`src/ufd_pkg.sv`:
```
// Shared constants for the UART format and data register block
`default_nettype none
package ufd_pkg;
  // Register byte offsets
  localparam logic [4:0] ADDR_STATUS  = 5'h04;
  localparam logic [4:0] ADDR_FORMAT  = 5'h08;
  localparam logic [4:0] ADDR_TXCHAR  = 5'h0C;
  localparam logic [4:0] ADDR_RXCHAR  = 5'h10;
  localparam logic [4:0] ADDR_IRQ_ST  = 5'h14;
  localparam logic [4:0] ADDR_IRQ_MSK = 5'h18;
  localparam logic [4:0] ADDR_BAUD    = 5'h1C;
  // Format register field positions
  localparam int FMT_BREAK  = 7;
  localparam int FMT_CHR7   = 6;
  localparam int FMT_STOP2  = 5;
  localparam int FMT_PAR_EN = 4;
  localparam int FMT_PAR_OD = 3;
  localparam logic [7:0] FMT_WR_MASK = 8'hF8;
  // Status register field positions
  localparam int ST_PERR = 3;
  localparam int ST_RBF  = 2;
  localparam int ST_TSBE = 1;
  localparam int ST_TBE  = 0;
  // Interrupt status bits: tx empty, rx full, parity error
  localparam int IRQ_TBE  = 0;
  localparam int IRQ_RBF  = 1;
  localparam int IRQ_PERR = 2;
  localparam int IRQ_W    = 3;
  // Reset values
  localparam logic [7:0]  FORMAT_RST = 8'h00;
  localparam logic [15:0] BAUD_RST   = 16'h0006;
  // Sixteen oversample ticks per bit
  localparam logic [3:0]  OVS_LAST = 4'hF;
  localparam logic [3:0]  OVS_MID  = 4'h7;
endpackage : ufd_pkg
`default_nettype wire

```
`src/ufd_tx.sv`:
```
// Serial transmit shifter with break and format control
`default_nettype none
module ufd_tx (
  input  wire logic       i_clk,
  input  wire logic       i_sys_rst,
  input  wire logic       i_tick,
  input  wire logic       i_load,
  input  wire logic [7:0] i_data,
  input  wire logic [7:0] i_format,
  output logic            o_busy,
  output logic            o_txd
);
  logic [10:0] shift;
  logic [3:0]  bits_left;
  logic [3:0]  ovs;
  logic        line;

  function automatic logic [10:0] ufd_frame(input logic [7:0] d, input logic [7:0] f);
    logic [7:0]  dm;
    logic        par;
    logic [10:0] fr;
    dm = f[ufd_pkg::FMT_CHR7] ? {1'b0, d[6:0]} : d;
    par = (^dm) ^ f[ufd_pkg::FMT_PAR_OD];
    fr = 11'h7FF;
    if (f[ufd_pkg::FMT_CHR7]) begin
      fr[7:0] = {dm[6:0], 1'b0};
      if (f[ufd_pkg::FMT_PAR_EN]) fr[8] = par;
    end else begin
      fr[8:0] = {dm, 1'b0};
      if (f[ufd_pkg::FMT_PAR_EN]) fr[9] = par;
    end
    return fr;
  endfunction : ufd_frame

  // Frame length: start, data, parity, stops
  function automatic logic [3:0] ufd_len(input logic [7:0] f);
    ufd_len = 4'd10 - {3'd0, f[ufd_pkg::FMT_CHR7]} + {3'd0, f[ufd_pkg::FMT_PAR_EN]}
              + {3'd0, f[ufd_pkg::FMT_STOP2]};
  endfunction : ufd_len

  // Shift out LSB first, one bit per sixteen ticks
  always_ff @(posedge i_clk) begin
    if (i_sys_rst) begin
      shift     <= 11'h7FF;
      bits_left <= 4'd0;
      ovs       <= 4'd0;
      line      <= 1'b1;
    end else if (i_load && bits_left == 4'd0) begin
      shift     <= ufd_frame(i_data, i_format);
      bits_left <= ufd_len(i_format);
      ovs       <= 4'd0;
      line      <= 1'b0;
    end else if (bits_left != 4'd0 && i_tick) begin
      ovs <= ovs + 4'd1;
      if (ovs == ufd_pkg::OVS_LAST) begin
        shift     <= {1'b1, shift[10:1]};
        bits_left <= bits_left - 4'd1;
        line      <= (bits_left == 4'd1) ? 1'b1 : shift[1];
      end
    end
  end

  assign o_busy = (bits_left != 4'd0);
  // Break forces the line low while set, a frame in flight still runs underneath
  assign o_txd = line & ~i_format[ufd_pkg::FMT_BREAK];
endmodule : ufd_tx
`default_nettype wire

```
`src/ufd_rx.sv`:
```
// Serial receive shifter with parity and framing checks
`default_nettype none
module ufd_rx (
  input  wire logic       i_clk,
  input  wire logic       i_sys_rst,
  input  wire logic       i_tick,
  input  wire logic       i_rxd,
  input  wire logic [7:0] i_format,
  output logic            o_done,
  output logic [7:0]      o_data,
  output logic            o_perr,
  output logic            o_ferr
);
  typedef enum logic [1:0] {
    UFD_R_IDLE  = 2'b00,
    UFD_R_START = 2'b01,
    UFD_R_BITS  = 2'b10
  } ufd_rx_state_t;

  ufd_rx_state_t state;
  logic [2:0]    sync;
  logic          rxd_s;
  logic [3:0]    ovs;
  logic [3:0]    idx;
  logic [3:0]    nbits;
  logic [9:0]    buf_bits;
  logic [7:0]    dm;
  logic          par_ok;

  // Three stage synchroniser, the level changes once stages two and three agree
  always_ff @(posedge i_clk) begin
    if (i_sys_rst) begin
      sync  <= 3'b111;
      rxd_s <= 1'b1;
    end else begin
      sync <= {sync[1:0], i_rxd};
      if (sync[1] == sync[2]) rxd_s <= sync[2];
    end
  end

  // Data bits plus parity, then one stop sample checked; second stop not sampled
  assign nbits = 4'd8 - {3'd0, i_format[ufd_pkg::FMT_CHR7]} + {3'd0, i_format[ufd_pkg::FMT_PAR_EN]};
  assign dm = i_format[ufd_pkg::FMT_CHR7] ? {1'b0, buf_bits[6:0]} : buf_bits[7:0];
  assign par_ok = ~i_format[ufd_pkg::FMT_PAR_EN] |
                  (((^dm) ^ i_format[ufd_pkg::FMT_PAR_OD]) ==
                   (i_format[ufd_pkg::FMT_CHR7] ? buf_bits[7] : buf_bits[8]));

  // Mid-bit sampling state machine
  always_ff @(posedge i_clk) begin
    if (i_sys_rst) begin
      state    <= UFD_R_IDLE;
      ovs      <= 4'd0;
      idx      <= 4'd0;
      buf_bits <= 10'h000;
      o_done   <= 1'b0;
      o_data   <= 8'h00;
      o_perr   <= 1'b0;
      o_ferr   <= 1'b0;
    end else begin
      o_done <= 1'b0;
      case (state)
        UFD_R_IDLE: begin
          ovs <= 4'd0;
          idx <= 4'd0;
          if (!rxd_s) state <= UFD_R_START;
        end
        UFD_R_START: begin
          if (i_tick) begin
            ovs <= ovs + 4'd1;
            if (ovs == ufd_pkg::OVS_MID) begin
              ovs   <= 4'd0;
              state <= rxd_s ? UFD_R_IDLE : UFD_R_BITS; // Glitch rejected
            end
          end
        end
        UFD_R_BITS: begin
          if (i_tick) begin
            ovs <= ovs + 4'd1;
            if (ovs == ufd_pkg::OVS_LAST) begin
              if (idx == nbits) begin
                o_done <= 1'b1;
                o_data <= dm;
                o_perr <= ~par_ok;
                o_ferr <= ~rxd_s;
                state  <= UFD_R_IDLE;
              end else begin
                buf_bits[idx] <= rxd_s;
                idx <= idx + 4'd1;
              end
            end
          end
        end
        default: state <= UFD_R_IDLE;
      endcase
    end
  end
endmodule : ufd_rx
`default_nettype wire

```
`src/ufd_top.sv`:
```
// UART format control and data registers on a classic Wishbone slave
`default_nettype none
// How it works
// - Break bit holds transmit line low
// - Length bit picks eight or seven data bits
// - Stop bit picks one or two stops
// - Parity enable adds and checks parity
// - Parity sense picks even or odd
// - Reserved bits always read back zero
// - Transmit register takes character, queues it
// - Receive register shows last character, resets zero
// - Empty flag sets on move, clears on write
// - Full flag sets on store, clears on read
// - Parity error flag set, cleared by read
module ufd_top (
  input  wire logic        i_clk,
  input  wire logic        i_sys_rst,
  input  wire logic        i_wb_cyc,
  input  wire logic        i_wb_stb,
  input  wire logic        i_wb_we,
  input  wire logic [4:0]  i_wb_adr,
  input  wire logic [3:0]  i_wb_sel,
  input  wire logic [31:0] i_wb_dat,
  output logic [31:0]      o_wb_dat,
  output logic             o_wb_ack,
  output logic             o_irq,
  input  wire logic        i_rxd,
  output logic             o_txd
);
  logic [7:0]  uart_format_control;
  logic [7:0]  tx_character;
  logic [7:0]  uart_receive_character;
  logic [15:0] baud_div;
  logic [15:0] baud_cnt;
  logic        tick;
  logic        tx_buffer_empty_flag;
  logic        rx_buffer_full_flag;
  logic        parity_err;
  logic        frame_err;
  logic        overrun_err;
  logic        tx_busy;
  logic        tx_load;
  logic        rx_done;
  logic [7:0]  rx_data;
  logic        rx_perr;
  logic        rx_ferr;
  logic [ufd_pkg::IRQ_W-1:0] irq_status;
  logic [ufd_pkg::IRQ_W-1:0] irq_mask;
  logic [ufd_pkg::IRQ_W-1:0] irq_event;
  logic        req;
  logic        wr;
  logic        rd;
  logic [31:0] next_rdata;

  // Single cycle request strobe; ack drops the cycle after it is given
  assign req = i_wb_cyc & i_wb_stb & ~o_wb_ack;
  assign wr  = req & i_wb_we;
  assign rd  = req & ~i_wb_we;

  function automatic logic ufd_hit(input logic [4:0] a, input logic [4:0] r);
    return a == r;
  endfunction : ufd_hit

  always_ff @(posedge i_clk) begin
    if (i_sys_rst) o_wb_ack <= 1'b0;
    else o_wb_ack <= req;
  end

  // Format register; low byte lane only, reserved bits dropped
  always_ff @(posedge i_clk) begin
    if (i_sys_rst) begin
      uart_format_control <= ufd_pkg::FORMAT_RST;
    end else if (wr && i_wb_sel[0] && ufd_hit(i_wb_adr, ufd_pkg::ADDR_FORMAT)) begin
      uart_format_control <= i_wb_dat[7:0] & ufd_pkg::FMT_WR_MASK;
    end
  end

  // Bit rate divider, tick is sixteen times the bit rate
  always_ff @(posedge i_clk) begin
    if (i_sys_rst) begin
      baud_div <= ufd_pkg::BAUD_RST;
    end else if (wr && ufd_hit(i_wb_adr, ufd_pkg::ADDR_BAUD)) begin
      if (i_wb_sel[0]) baud_div[7:0]  <= i_wb_dat[7:0];
      if (i_wb_sel[1]) baud_div[15:8] <= i_wb_dat[15:8];
    end
  end

  always_ff @(posedge i_clk) begin
    if (i_sys_rst) begin
      baud_cnt <= 16'h0000;
      tick     <= 1'b0;
    end else if (baud_cnt >= baud_div) begin
      baud_cnt <= 16'h0000;
      tick     <= 1'b1;
    end else begin
      baud_cnt <= baud_cnt + 16'h0001;
      tick     <= 1'b0;
    end
  end

  // Transmit holding register and its empty flag
  // A write while full overwrites the held character; software must avoid it
  assign tx_load = ~tx_buffer_empty_flag & ~tx_busy;
  always_ff @(posedge i_clk) begin
    if (i_sys_rst) begin
      tx_character         <= 8'h00;
      tx_buffer_empty_flag <= 1'b1;
    end else if (wr && i_wb_sel[0] && ufd_hit(i_wb_adr, ufd_pkg::ADDR_TXCHAR)) begin
      tx_character         <= i_wb_dat[7:0];
      tx_buffer_empty_flag <= 1'b0;
    end else if (tx_load) begin
      tx_buffer_empty_flag <= 1'b1;
    end
  end

  ufd_tx u_tx (
    .i_clk     (i_clk),
    .i_sys_rst (i_sys_rst),
    .i_tick    (tick),
    .i_load    (tx_load),
    .i_data    (tx_character),
    .i_format  (uart_format_control),
    .o_busy    (tx_busy),
    .o_txd     (o_txd)
  );

  ufd_rx u_rx (
    .i_clk     (i_clk),
    .i_sys_rst (i_sys_rst),
    .i_tick    (tick),
    .i_rxd     (i_rxd),
    .i_format  (uart_format_control),
    .o_done    (rx_done),
    .o_data    (rx_data),
    .o_perr    (rx_perr),
    .o_ferr    (rx_ferr)
  );

  // Receive register and flags; a new character wins over a same-cycle read
  always_ff @(posedge i_clk) begin
    if (i_sys_rst) begin
      uart_receive_character <= 8'h00;
      rx_buffer_full_flag    <= 1'b0;
      parity_err             <= 1'b0;
      frame_err              <= 1'b0;
      overrun_err            <= 1'b0;
    end else if (rx_done) begin
      uart_receive_character <= rx_data;
      rx_buffer_full_flag    <= 1'b1;
      parity_err             <= rx_perr;
      frame_err              <= rx_ferr;
      overrun_err            <= rx_buffer_full_flag;
    end else if (rd && ufd_hit(i_wb_adr, ufd_pkg::ADDR_RXCHAR)) begin
      rx_buffer_full_flag <= 1'b0;
      parity_err          <= 1'b0;
      frame_err           <= 1'b0;
      overrun_err         <= 1'b0;
    end
  end

  // Sticky interrupt status, set wins over write-one-to-clear
  assign irq_event[ufd_pkg::IRQ_TBE]  = tx_load;
  assign irq_event[ufd_pkg::IRQ_RBF]  = rx_done;
  assign irq_event[ufd_pkg::IRQ_PERR] = rx_done & rx_perr;
  always_ff @(posedge i_clk) begin
    if (i_sys_rst) begin
      irq_status <= '0;
    end else if (wr && i_wb_sel[0] && ufd_hit(i_wb_adr, ufd_pkg::ADDR_IRQ_ST)) begin
      irq_status <= (irq_status & ~i_wb_dat[ufd_pkg::IRQ_W-1:0]) | irq_event;
    end else begin
      irq_status <= irq_status | irq_event;
    end
  end

  always_ff @(posedge i_clk) begin
    if (i_sys_rst) irq_mask <= '0;
    else if (wr && i_wb_sel[0] && ufd_hit(i_wb_adr, ufd_pkg::ADDR_IRQ_MSK))
      irq_mask <= i_wb_dat[ufd_pkg::IRQ_W-1:0];
  end

  assign o_irq = |(irq_status & irq_mask);

  // Read mux; unused and reserved bits and unmapped addresses read zero
  always_comb begin
    next_rdata = 32'h0000_0000;
    case (i_wb_adr)
      ufd_pkg::ADDR_STATUS: begin
        next_rdata[ufd_pkg::ST_PERR] = parity_err;
        next_rdata[ufd_pkg::ST_RBF]  = rx_buffer_full_flag;
        next_rdata[ufd_pkg::ST_TSBE] = ~tx_busy;
        next_rdata[ufd_pkg::ST_TBE]  = tx_buffer_empty_flag;
        next_rdata[5]                = frame_err;
        next_rdata[6]                = overrun_err;
      end
      ufd_pkg::ADDR_FORMAT:  next_rdata[7:0] = uart_format_control;
      ufd_pkg::ADDR_RXCHAR:  next_rdata[7:0] = uart_receive_character;
      ufd_pkg::ADDR_IRQ_ST:  next_rdata[ufd_pkg::IRQ_W-1:0] = irq_status;
      ufd_pkg::ADDR_IRQ_MSK: next_rdata[ufd_pkg::IRQ_W-1:0] = irq_mask;
      ufd_pkg::ADDR_BAUD:    next_rdata[15:0] = baud_div;
      default:               next_rdata = 32'h0000_0000;
    endcase
  end

  always_ff @(posedge i_clk) begin
    if (i_sys_rst) o_wb_dat <= 32'h0000_0000;
    else if (rd) o_wb_dat <= next_rdata;
  end
endmodule : ufd_top
`default_nettype wire

```
`config.mk`:
```
export PLATFORM = sky130hd
export DESIGN_NAME = ufd_top
export DESIGN_NICKNAME = d
export VERILOG_FILES = /design/src/ufd_pkg.sv /design/src/ufd_tx.sv /design/src/ufd_rx.sv /design/src/ufd_top.sv
export SDC_FILE = /design/constraint.sdc
export NUM_CORES = 1
export LEC_CHECK = 0
export ABC_CLOCK_PERIOD_IN_PS = 2400
export BUFFER_PORTS_ARGS = -buffer_cell sky130_fd_sc_hd__buf_2
export CORE_AREA = 2 2 117 119
export DETAILED_ROUTE_END_ITERATION = 8
export DIE_AREA = 0 0 119 121
export PLACE_DENSITY_LB_ADDON = 0.15
export SLEW_MARGIN = 20
export SYNTH_ARGS = -nofsm -noshare
export SYNTH_HDL_FRONTEND = slang
export SYNTH_SLANG_ARGS = --single-unit
```
`constraint.sdc`:
```
create_clock -name i_clk -period 2.4 [get_ports i_clk]
set_input_delay 0.24 -clock i_clk [delete_from_list [all_inputs] [get_ports i_clk]]
set_output_delay 0.24 -clock i_clk [all_outputs]
set_load 0.05 [all_outputs]
```
After elaboration in Yosys (flattened, before gate mapping). Cells that the tools add are included.

Word-level logic and storage cells: 177. Output and inout bits: 35. Bits in registers: 136. Input port bits: 47.

Bitwise gates (word level): 27. Equal/unequal tests: 23. $add $sub $neg: 10. Order comparisons: 3. Muxes and demuxes: 51. Reductions and logical operators: 33.

Operators with widths (count): 4-bit two-way mux (9); 10-bit two-way mux (3); 8-bit two-way mux (3); 5-bit equality test (second input constant) (4); 1-bit two-way mux (17); 16-bit by 1-bit adder with 16-bit output (second input constant) (1); 16-bit >= comparator (1); 8-bit XOR reduction (2); 3-bit one-hot mux with 5 select lines (1); 2-bit two-way mux (7); 4-bit by 1-bit adder with 4-bit output (3); 4-bit by 1-bit adder with 4-bit output (second input constant) (3); 1-bit inverter (12); 4-bit one-hot mux with 3 select lines (1); 4-bit AND reduction (3); 10-bit bitwise mux (1); 5-bit by 4-bit equality test with 1-bit output (second input constant) (2); 1-bit logical AND (10); 2-bit nonzero test (5); 9-bit two-way mux (1); 4-bit equality test (second input constant) (2); 2-bit inequality test (second input constant) (4); 2-bit one-hot mux with 4 select lines (1); 4-bit one-hot mux with 2 select lines (1); 33 further kinds (50).

Logic depth before layout (Yosys ltp). Gate-level depths: netlist (run 1).

Depth in word-level cells: 7. Gate-level depth with buffers: 9. Depth with buffers taken out: 7.

By module. A second synthesis (run 1) with hierarchy kept.

Cells, all modules: 742. Area total of the unflattened synthesis: 6576.3 um2.

By module, submodules not included: ufd_top (times used 1, sequential area each 1641.6 um2, cells each 430, area an instance 3893.7 um2); ufd_rx (times used 1, sequential area each 680.7 um2, cells each 195, area an instance 1677.9 um2); ufd_tx (times used 1, sequential area each 360.3 um2, cells each 117, area an instance 1004.7 um2).

Least setup slack after synthesis (run 1). Ideal clock, no wire load.

Kind: reg2reg. Start point: reg baud_cnt[0]. End point: reg baud_cnt[7]. Setup time: 64 ps. Required time: 2336 ps. Setup slack: 470 ps. Arrival: 1866 ps. Buffers on the path: 1. Cell stages (with the launch flop): 9. Clock period less this slack: 1930 ps. Path through: dfxtp_1 -> inv_1 -> ha_1 -> nand2b_1 -> a211o_1 -> a211oi_1 -> o2111ai_1 -> buf_2 -> nor2_1.

Longest elaborated chain between the ends: 2. Elaborated cells on any way between the ends: 3. Classes of those cells: add/sub: 1; order compare: 1; reduce/logical: 1.

Ends and longest elaborated chain: from (decl) (RTL line ufd_top.sv:34) `logic [15:0] baud_cnt;`; from (signal assigned) (RTL line ufd_top.sv:96) `baud_cnt <= baud_cnt + 16'h0001;`; 16-bit >= comparator (RTL line ufd_top.sv:92) `end else if (baud_cnt >= baud_div) begin`; 2-bit OR reduction (no source line).

Parallel ways exist; a longest one is shown, timed or not. A chain may end at the register's enable or synchronous reset.

Worst setup path in the final report (run 1).
Start point: reg baud_div[5]. End point: reg baud_cnt[3].

Longest elaborated chain between the ends: 2.

Ends and longest elaborated chain: from (decl) (RTL line ufd_top.sv:33) `logic [15:0] baud_div;`; from (signal assigned) (RTL line ufd_top.sv:81) `baud_div <= ufd_pkg::BAUD_RST;`; from (signal assigned) (RTL line ufd_top.sv:83) `if (i_wb_sel[0]) baud_div[7:0] <= i_wb_dat[7:0];`; 16-bit >= comparator (RTL line ufd_top.sv:92); 2-bit OR reduction (no source line).

No other way between the ends.

==> results of run 1 <==
[synthesized netlist by cell type, drive strengths merged, types with 3 or more instances]
cell	count
a211oi	7
a21oi	34
a221oi	3
a22o	5
a22oi	16
a2bb2oi	4
a31oi	3
and2	4
and3	3
buf	26
clkbuf	23
dfxtp	134
ha	33
inv	34
mux2i	48
nand2	63
nand2b	6
nand3	36
nand4	10
nor2	113
nor2b	11
nor3	15
nor4	8
o2111ai	3
o21a	4
o21ai	15
o22ai	5
or2	4
or4	3
xnor2	21
xor2	14
[sequential cells by signal (all words and copies together) (netlist names), 5 cells and up]
signal / flops
baud_cnt: 16
baud_div: 16
o_wb_dat: 16
u_rx.buf_bits: 9
u_tx.shift: 9
tx_character: 8
u_rx.o_data: 8
uart_receive_character: 8
uart_format_control: 5
[worst max path at each step]
stage	start	endpoint	slack, ns
after floorplan	baud_cnt[0]	baud_cnt[7]	0.47
after global placement	u_tx.bits_left[0]	u_tx.bits_left[0]	0.43
after detailed placement	u_tx.bits_left[0]	u_tx.shift[8]	0.39
after CTS	u_tx.bits_left[0]	u_tx.shift[8]	0.37
after global routing	u_tx.bits_left[0]	u_tx.shift[8]	0.08
final	baud_div[5]	baud_cnt[3]	0.34
[layer usage]
layer | global-route usage, % | routed length, um | share of wire, %
met4 | 5.95 | 164 | 1.1
met2 | 34.8 | 6850 | 46
met3 | 6.02 | 703 | 4.7
met5 | 0 | 0 | 0
met1 | 28.4 | 7110 | 48
[layout make-up]
| type | instances | area, um2 |
|---|---|---|
| clock buffer | 19 | 453 |
| clock inverter | 13 | 179 |
| fill | 1139 | 5650 |
| inverter | 34 | 128 |
| multi-input combinational | 534 | 3410 |
| sequential | 134 | 2680 |
| tap | 176 | 220 |
| timing repair buffer | 63 | 360 |
[logic make-up after synthesis]
group                      after synthesis  synth area share (%)
adders and majority gates               33                  6.42
DFF                                    134                  41.7
other                                    1                0.0583
xor gates and xnor gates                36                  5.12
and+or+nand+nor                        286                  20.9
buffers and inverters                   83                  6.09
AOI/OAI and AO/OA                      112                  11.5
muxes                                   51                  8.18
[where the power goes]
part,leakage [nW],switching [mW],internal (mW)
sequential,1.08,0.0117,2.24
clock,0.312,0.973,1.78
combinational,1.71,0.187,0.0690
total,3.10,1.17,4.09
[critical path, cell delays in order (launching register included)]
cell and delay (ns):
dfxtp_1 0.41, inv_1 0.07, ha_1 0.31, a211oi_1 0.27, nand2_1 0.12, a211oi_1 0.29, o2111ai_1 0.16, buf_4 0.24
nor2_1 0.12
[stage by stage]
stage,hold slack (ns),total power [mW],setup slack (ns),util (%)
6_report,0.0473,5.26,0.340,56.8
5_1_grt,0.0451,5.43,0.0812,56.8
4_1_cts,0.0350,5.30,0.370,56.8
3_5_place_dp,0.397,2.55,0.391,51.9
3_3_place_gp,0.395,2.54,0.426,51.9
2_1_floorplan,0.344,2.50,0.470,-
==> results.cfg, run 1 <==
[status]
status = finished, final reports clean

[cells_and_area]
drive_gt1_share_pct = 13.6
fin_cells = 973
final_area_mm2 = 0.00743
diodes = 0
area_delta_synth_final_pct = 15.6
mostFrequentLayoutCells = 134 x dfxtp_1, 112 x nor2_1, 63 x nand2_1
mostFrequentLayoutCell = dfxtp_1
final_nets = 864

[logic_synthesis]
yosys.cell_types.count = 61
synth_area_mm2 = 0.00643
avgSynthCellArea_um2 = 8.73
synth.largest_area_cell = dfxtp_1
synth_flop_cell = dfxtp_1
synthCells = 736
synth_edf_count = 0
synth_top_area_share_pct = 41.7
synthTopCellsByArea = dfxtp_1 42%, mux2i_1 7.5%, nor2_1 6.5%, ha_1 6.4%, nand2_1 3.7%
yosys_warnings = 0
synth_seq_area_share_pct = 41.7
async_reset_ff_share_pct = 0
synth-seq-cells = 134

[sta]
tightest_slew_ns = 0.705
fmaxAchievable_mhz = 485
max_slew_margin_pct = 52.9
clock_skew_ns = 0.00696
timing.final.hold_violations = 0
setup_viol = 0
rsz0062_at_grt = no
slew_violations = 0
finalSetupTns_ns = 0
period_minus_slack_ns = 2.06
min_period_over_period_pct = 85.8

[clock_network]
cts_resized = 0
cts_max_level = 4
cts_hold_buf = 1
clk-insertion-delay-late_ns = 0.43
cts_made_buffers = 17
cts_sinks = 134
clock_path_buffers = 2
cts_setup_buffers = 0
clk_pin_slew_ns = 0.06
tritoncts = yes
cts_root_buffer = clkbuf_16

[die]
row_count = 42
core_mm2 = 0.0131
fp.dieW_um = 119
die_area_mm2 = 0.0144
start_util_pct = 49.1
ios = 82
die_h_um = 121

[min_path]
hold_path_end = baud_div[8]
hp-class = in2reg
holdPathStages = 3
worstHoldStart = i_wb_dat[8]

[critical_path]
path_class = reg2reg
reg2reg_slack_ns = 0.34
crit_path_max_fanout = 16
r2r_end = baud_cnt[3]
required_ns = 2.76
cp-end-kind = flip-flop
cp.arrival_ns = 2.42
worst_r2r_startpoint = baud_div[5]
worstRegToRegCells = 8
startpoint_type = flip-flop

[routing]
vias = 5280
via_per_inst = 5.43
wl_per_cell_um = 15.2
routed_wl_um = 14800
drc = 0
ant_nets = 0
dr.pass1.iters = 5
drtIter0Drc = 406

[run]
max_cap_violations = 0

[grt]
grt_pass1_vias = 5054
grt_pass1_wl_um = 24500
grt_max_degree = 38
grt_overflow_total = 0
grt_usage_pct = 21.6
antenna_found_initial = 0

[place]
dp_cells = 940
portBuffers = 47
globalplace.congestion = 0.830
dpl.hpwl_um = 10800
placed_area_mm2 = 0.00679

[power]
power_density_mw_per_mm2 = 708
ir_worst_vdd_v = 0.000515
p_leak_nw = 3.10
Note: power is estimated with default switching activity, not from simulation.
==> run 2: changes to the inputs <==
--- a/config.mk
+++ b/config.mk
@@ -7,9 +7,10 @@
 export LEC_CHECK = 0
 export ABC_CLOCK_PERIOD_IN_PS = 2400
 export BUFFER_PORTS_ARGS = -buffer_cell sky130_fd_sc_hd__buf_2
-export CORE_AREA = 2 2 117 119
+export CAP_MARGIN = 20
+export CORE_AREA = 8 8 123 125
 export DETAILED_ROUTE_END_ITERATION = 8
-export DIE_AREA = 0 0 119 121
+export DIE_AREA = 0 0 131 133
 export PLACE_DENSITY_LB_ADDON = 0.15
 export SLEW_MARGIN = 20
 export SYNTH_ARGS = -nofsm -noshare
==> results.cfg, run 2 (synthesis gave the netlist of run 1 again) <==
[sta]
slew_violations = 0
finalSetupTns_ns = 0
clock_skew_ns = 0.00565
setup_viol = 0
rsz0062_at_grt = no
tightest_slew_ns = 0.687
min_period_over_period_pct = 84.4
max_slew_margin_pct = 53.8
period_minus_slack_ns = 2.03
fmaxAchievable_mhz = 493
timing.final.hold_violations = 0

[cells_and_area]
n_fill_cell = 1216
final_nets = 863
area_delta_synth_final_pct = 16.0
drive_gt1_share_pct = 13.4
mostFrequentLayoutCells = 134 x dfxtp_1, 112 x nor2_1, 63 x nand2_1
fin_cells = 972
diodes = 0
largest_registers = baud_cnt (16), baud_div (16), o_wb_dat (16)
mostFrequentLayoutCell = dfxtp_1

[critical_path]
path_class = reg2reg
crit_path_max_fanout = 10
required_ns = 2.69
cp.arrival_ns = 2.32
crit_chain = inv_1 -> ha_1 -> or3b_1 -> nand4_1 -> buf_4 -> nor2_1 -> a221oi_1 -> nor2_1
crit_top_cell = nor2_1
cp-end-kind = flip-flop
startpoint_type = flip-flop
cp_slowest_cell = or3b_1
cp_top_family = simple AND/OR/NAND/NOR gates
crit_buf_inv = 2
cpPeakStageDelay_ns = 0.51

[die]
start_util_pct = 49.1
ios = 82
fp.dieW_um = 131
row_count = 42
die_area_mm2 = 0.0174
die_h_um = 133
core_mm2 = 0.0131

[routing]
vias = 5298
ant_nets = 0
via_per_inst = 5.45
drc = 0
wl_per_cell_um = 15.5
drtIter0Drc = 482
routed_wl_um = 15100
dr.pass1.iters = 5

[grt]
grt_pass1_wl_um = 25100
grt_usage_pct = 18.2
grt_overflow_total = 0
grt_pass1_vias = 5109
grt_max_degree = 103
antenna_found_initial = 0

[clock_network]
cts_max_level = 4
cts_hold_buf = 1
cts_resized = 0
cts_setup_buffers = 0
clock_path_buffers = 2
tritoncts = yes
clk-insertion-delay-late_ns = 0.42
cts_root_buffer = clkbuf_16
clk_pin_slew_ns = 0.06
cts_sinks = 134
cts_made_buffers = 17

[status]
status = finished, final reports clean

[place]
globalplace.congestion = 0.851
dp_cells = 939
dpl.hpwl_um = 11100
portBuffers = 47

[power]
p_leak_nw = 3.10
power_density_mw_per_mm2 = 713
ir_worst_vdd_v = 0.000712

[run]
max_cap_violations = 0

[min_path]
hp-class = in2reg
==> run 2: cell count changes in the layout (fill, tap and decap cells not counted), sizes merged <==
cell      change
buf           -1
clkinv        -5
clkinvlp      +2
inv           +3
==> run 2: tightest hold or removal path, stage by stage <==
cell     delay, ns
buf_2         0.08
mux2i_1       0.05
nor2_1        0.07
==> run 2: area by class of cell <==
| class | count | area, um2 | area share, % |
|---|---|---|---|
| clock buffers | 19 | 453 | 6.08 |
| clock inverters | 13 | 195 | 2.62 |
| inverters | 34 | 128 | 1.71 |
| multi-input cells | 534 | 3410 | 45.7 |
| flip-flops and latches | 134 | 2680 | 36.0 |
| well taps | 176 | 220 | 2.95 |
| repair buffers | 62 | 365 | 4.90 |
==> run 2: layer usage <==
layer	vias up	wire (um)	global-route usage, %
met4	0	237	6.00
met2	122	6890	27.3
met5	-	0	0
li1	2623	-	-
met3	24	763	5.18
met1	2529	7180	24.3
==> run 2: power by group <==
group	leakage (nW)	switching (mW)	internal, mW
clock	0.307	0.998	1.81
combinational	1.71	0.186	0.0703
sequential	1.08	0.0116	2.24
total	3.10	1.20	4.11
==> run 2: metrics by stage <==
step	area [um2]	hold WS (ns)	worst slack [ns]	util (%)	power [mW]
after global placement	6800	0.397	0.421	51.9	2.55
after floorplan	6480	0.344	0.470	-	2.50
after detailed placement	6800	0.393	0.380	51.9	2.55
after CTS	7450	0.0416	0.361	57.0	5.35
final	7450	0.0531	0.374	57.0	5.31
after global routing	7450	0.0558	0.182	57.0	5.50
==> run 2: path summary, 6_finish.rpt <==
| kind | startpoint | end | slack [ns] | depth (start not counted) |
|---|---|---|---|---|
| setup / recovery | u_tx.bits_left[1] | u_tx.bits_left[1] | 0.37 | 8 |
| setup reg to reg | u_tx.bits_left[1] | u_tx.bits_left[1] | 0.37 | 8 |
| hold reg to reg | u_rx.sync[0] | u_rx.sync[1] | 0.41 | 1 |
| hold / removal | i_wb_dat[12] | baud_div[12] | 0.05 | 3 |
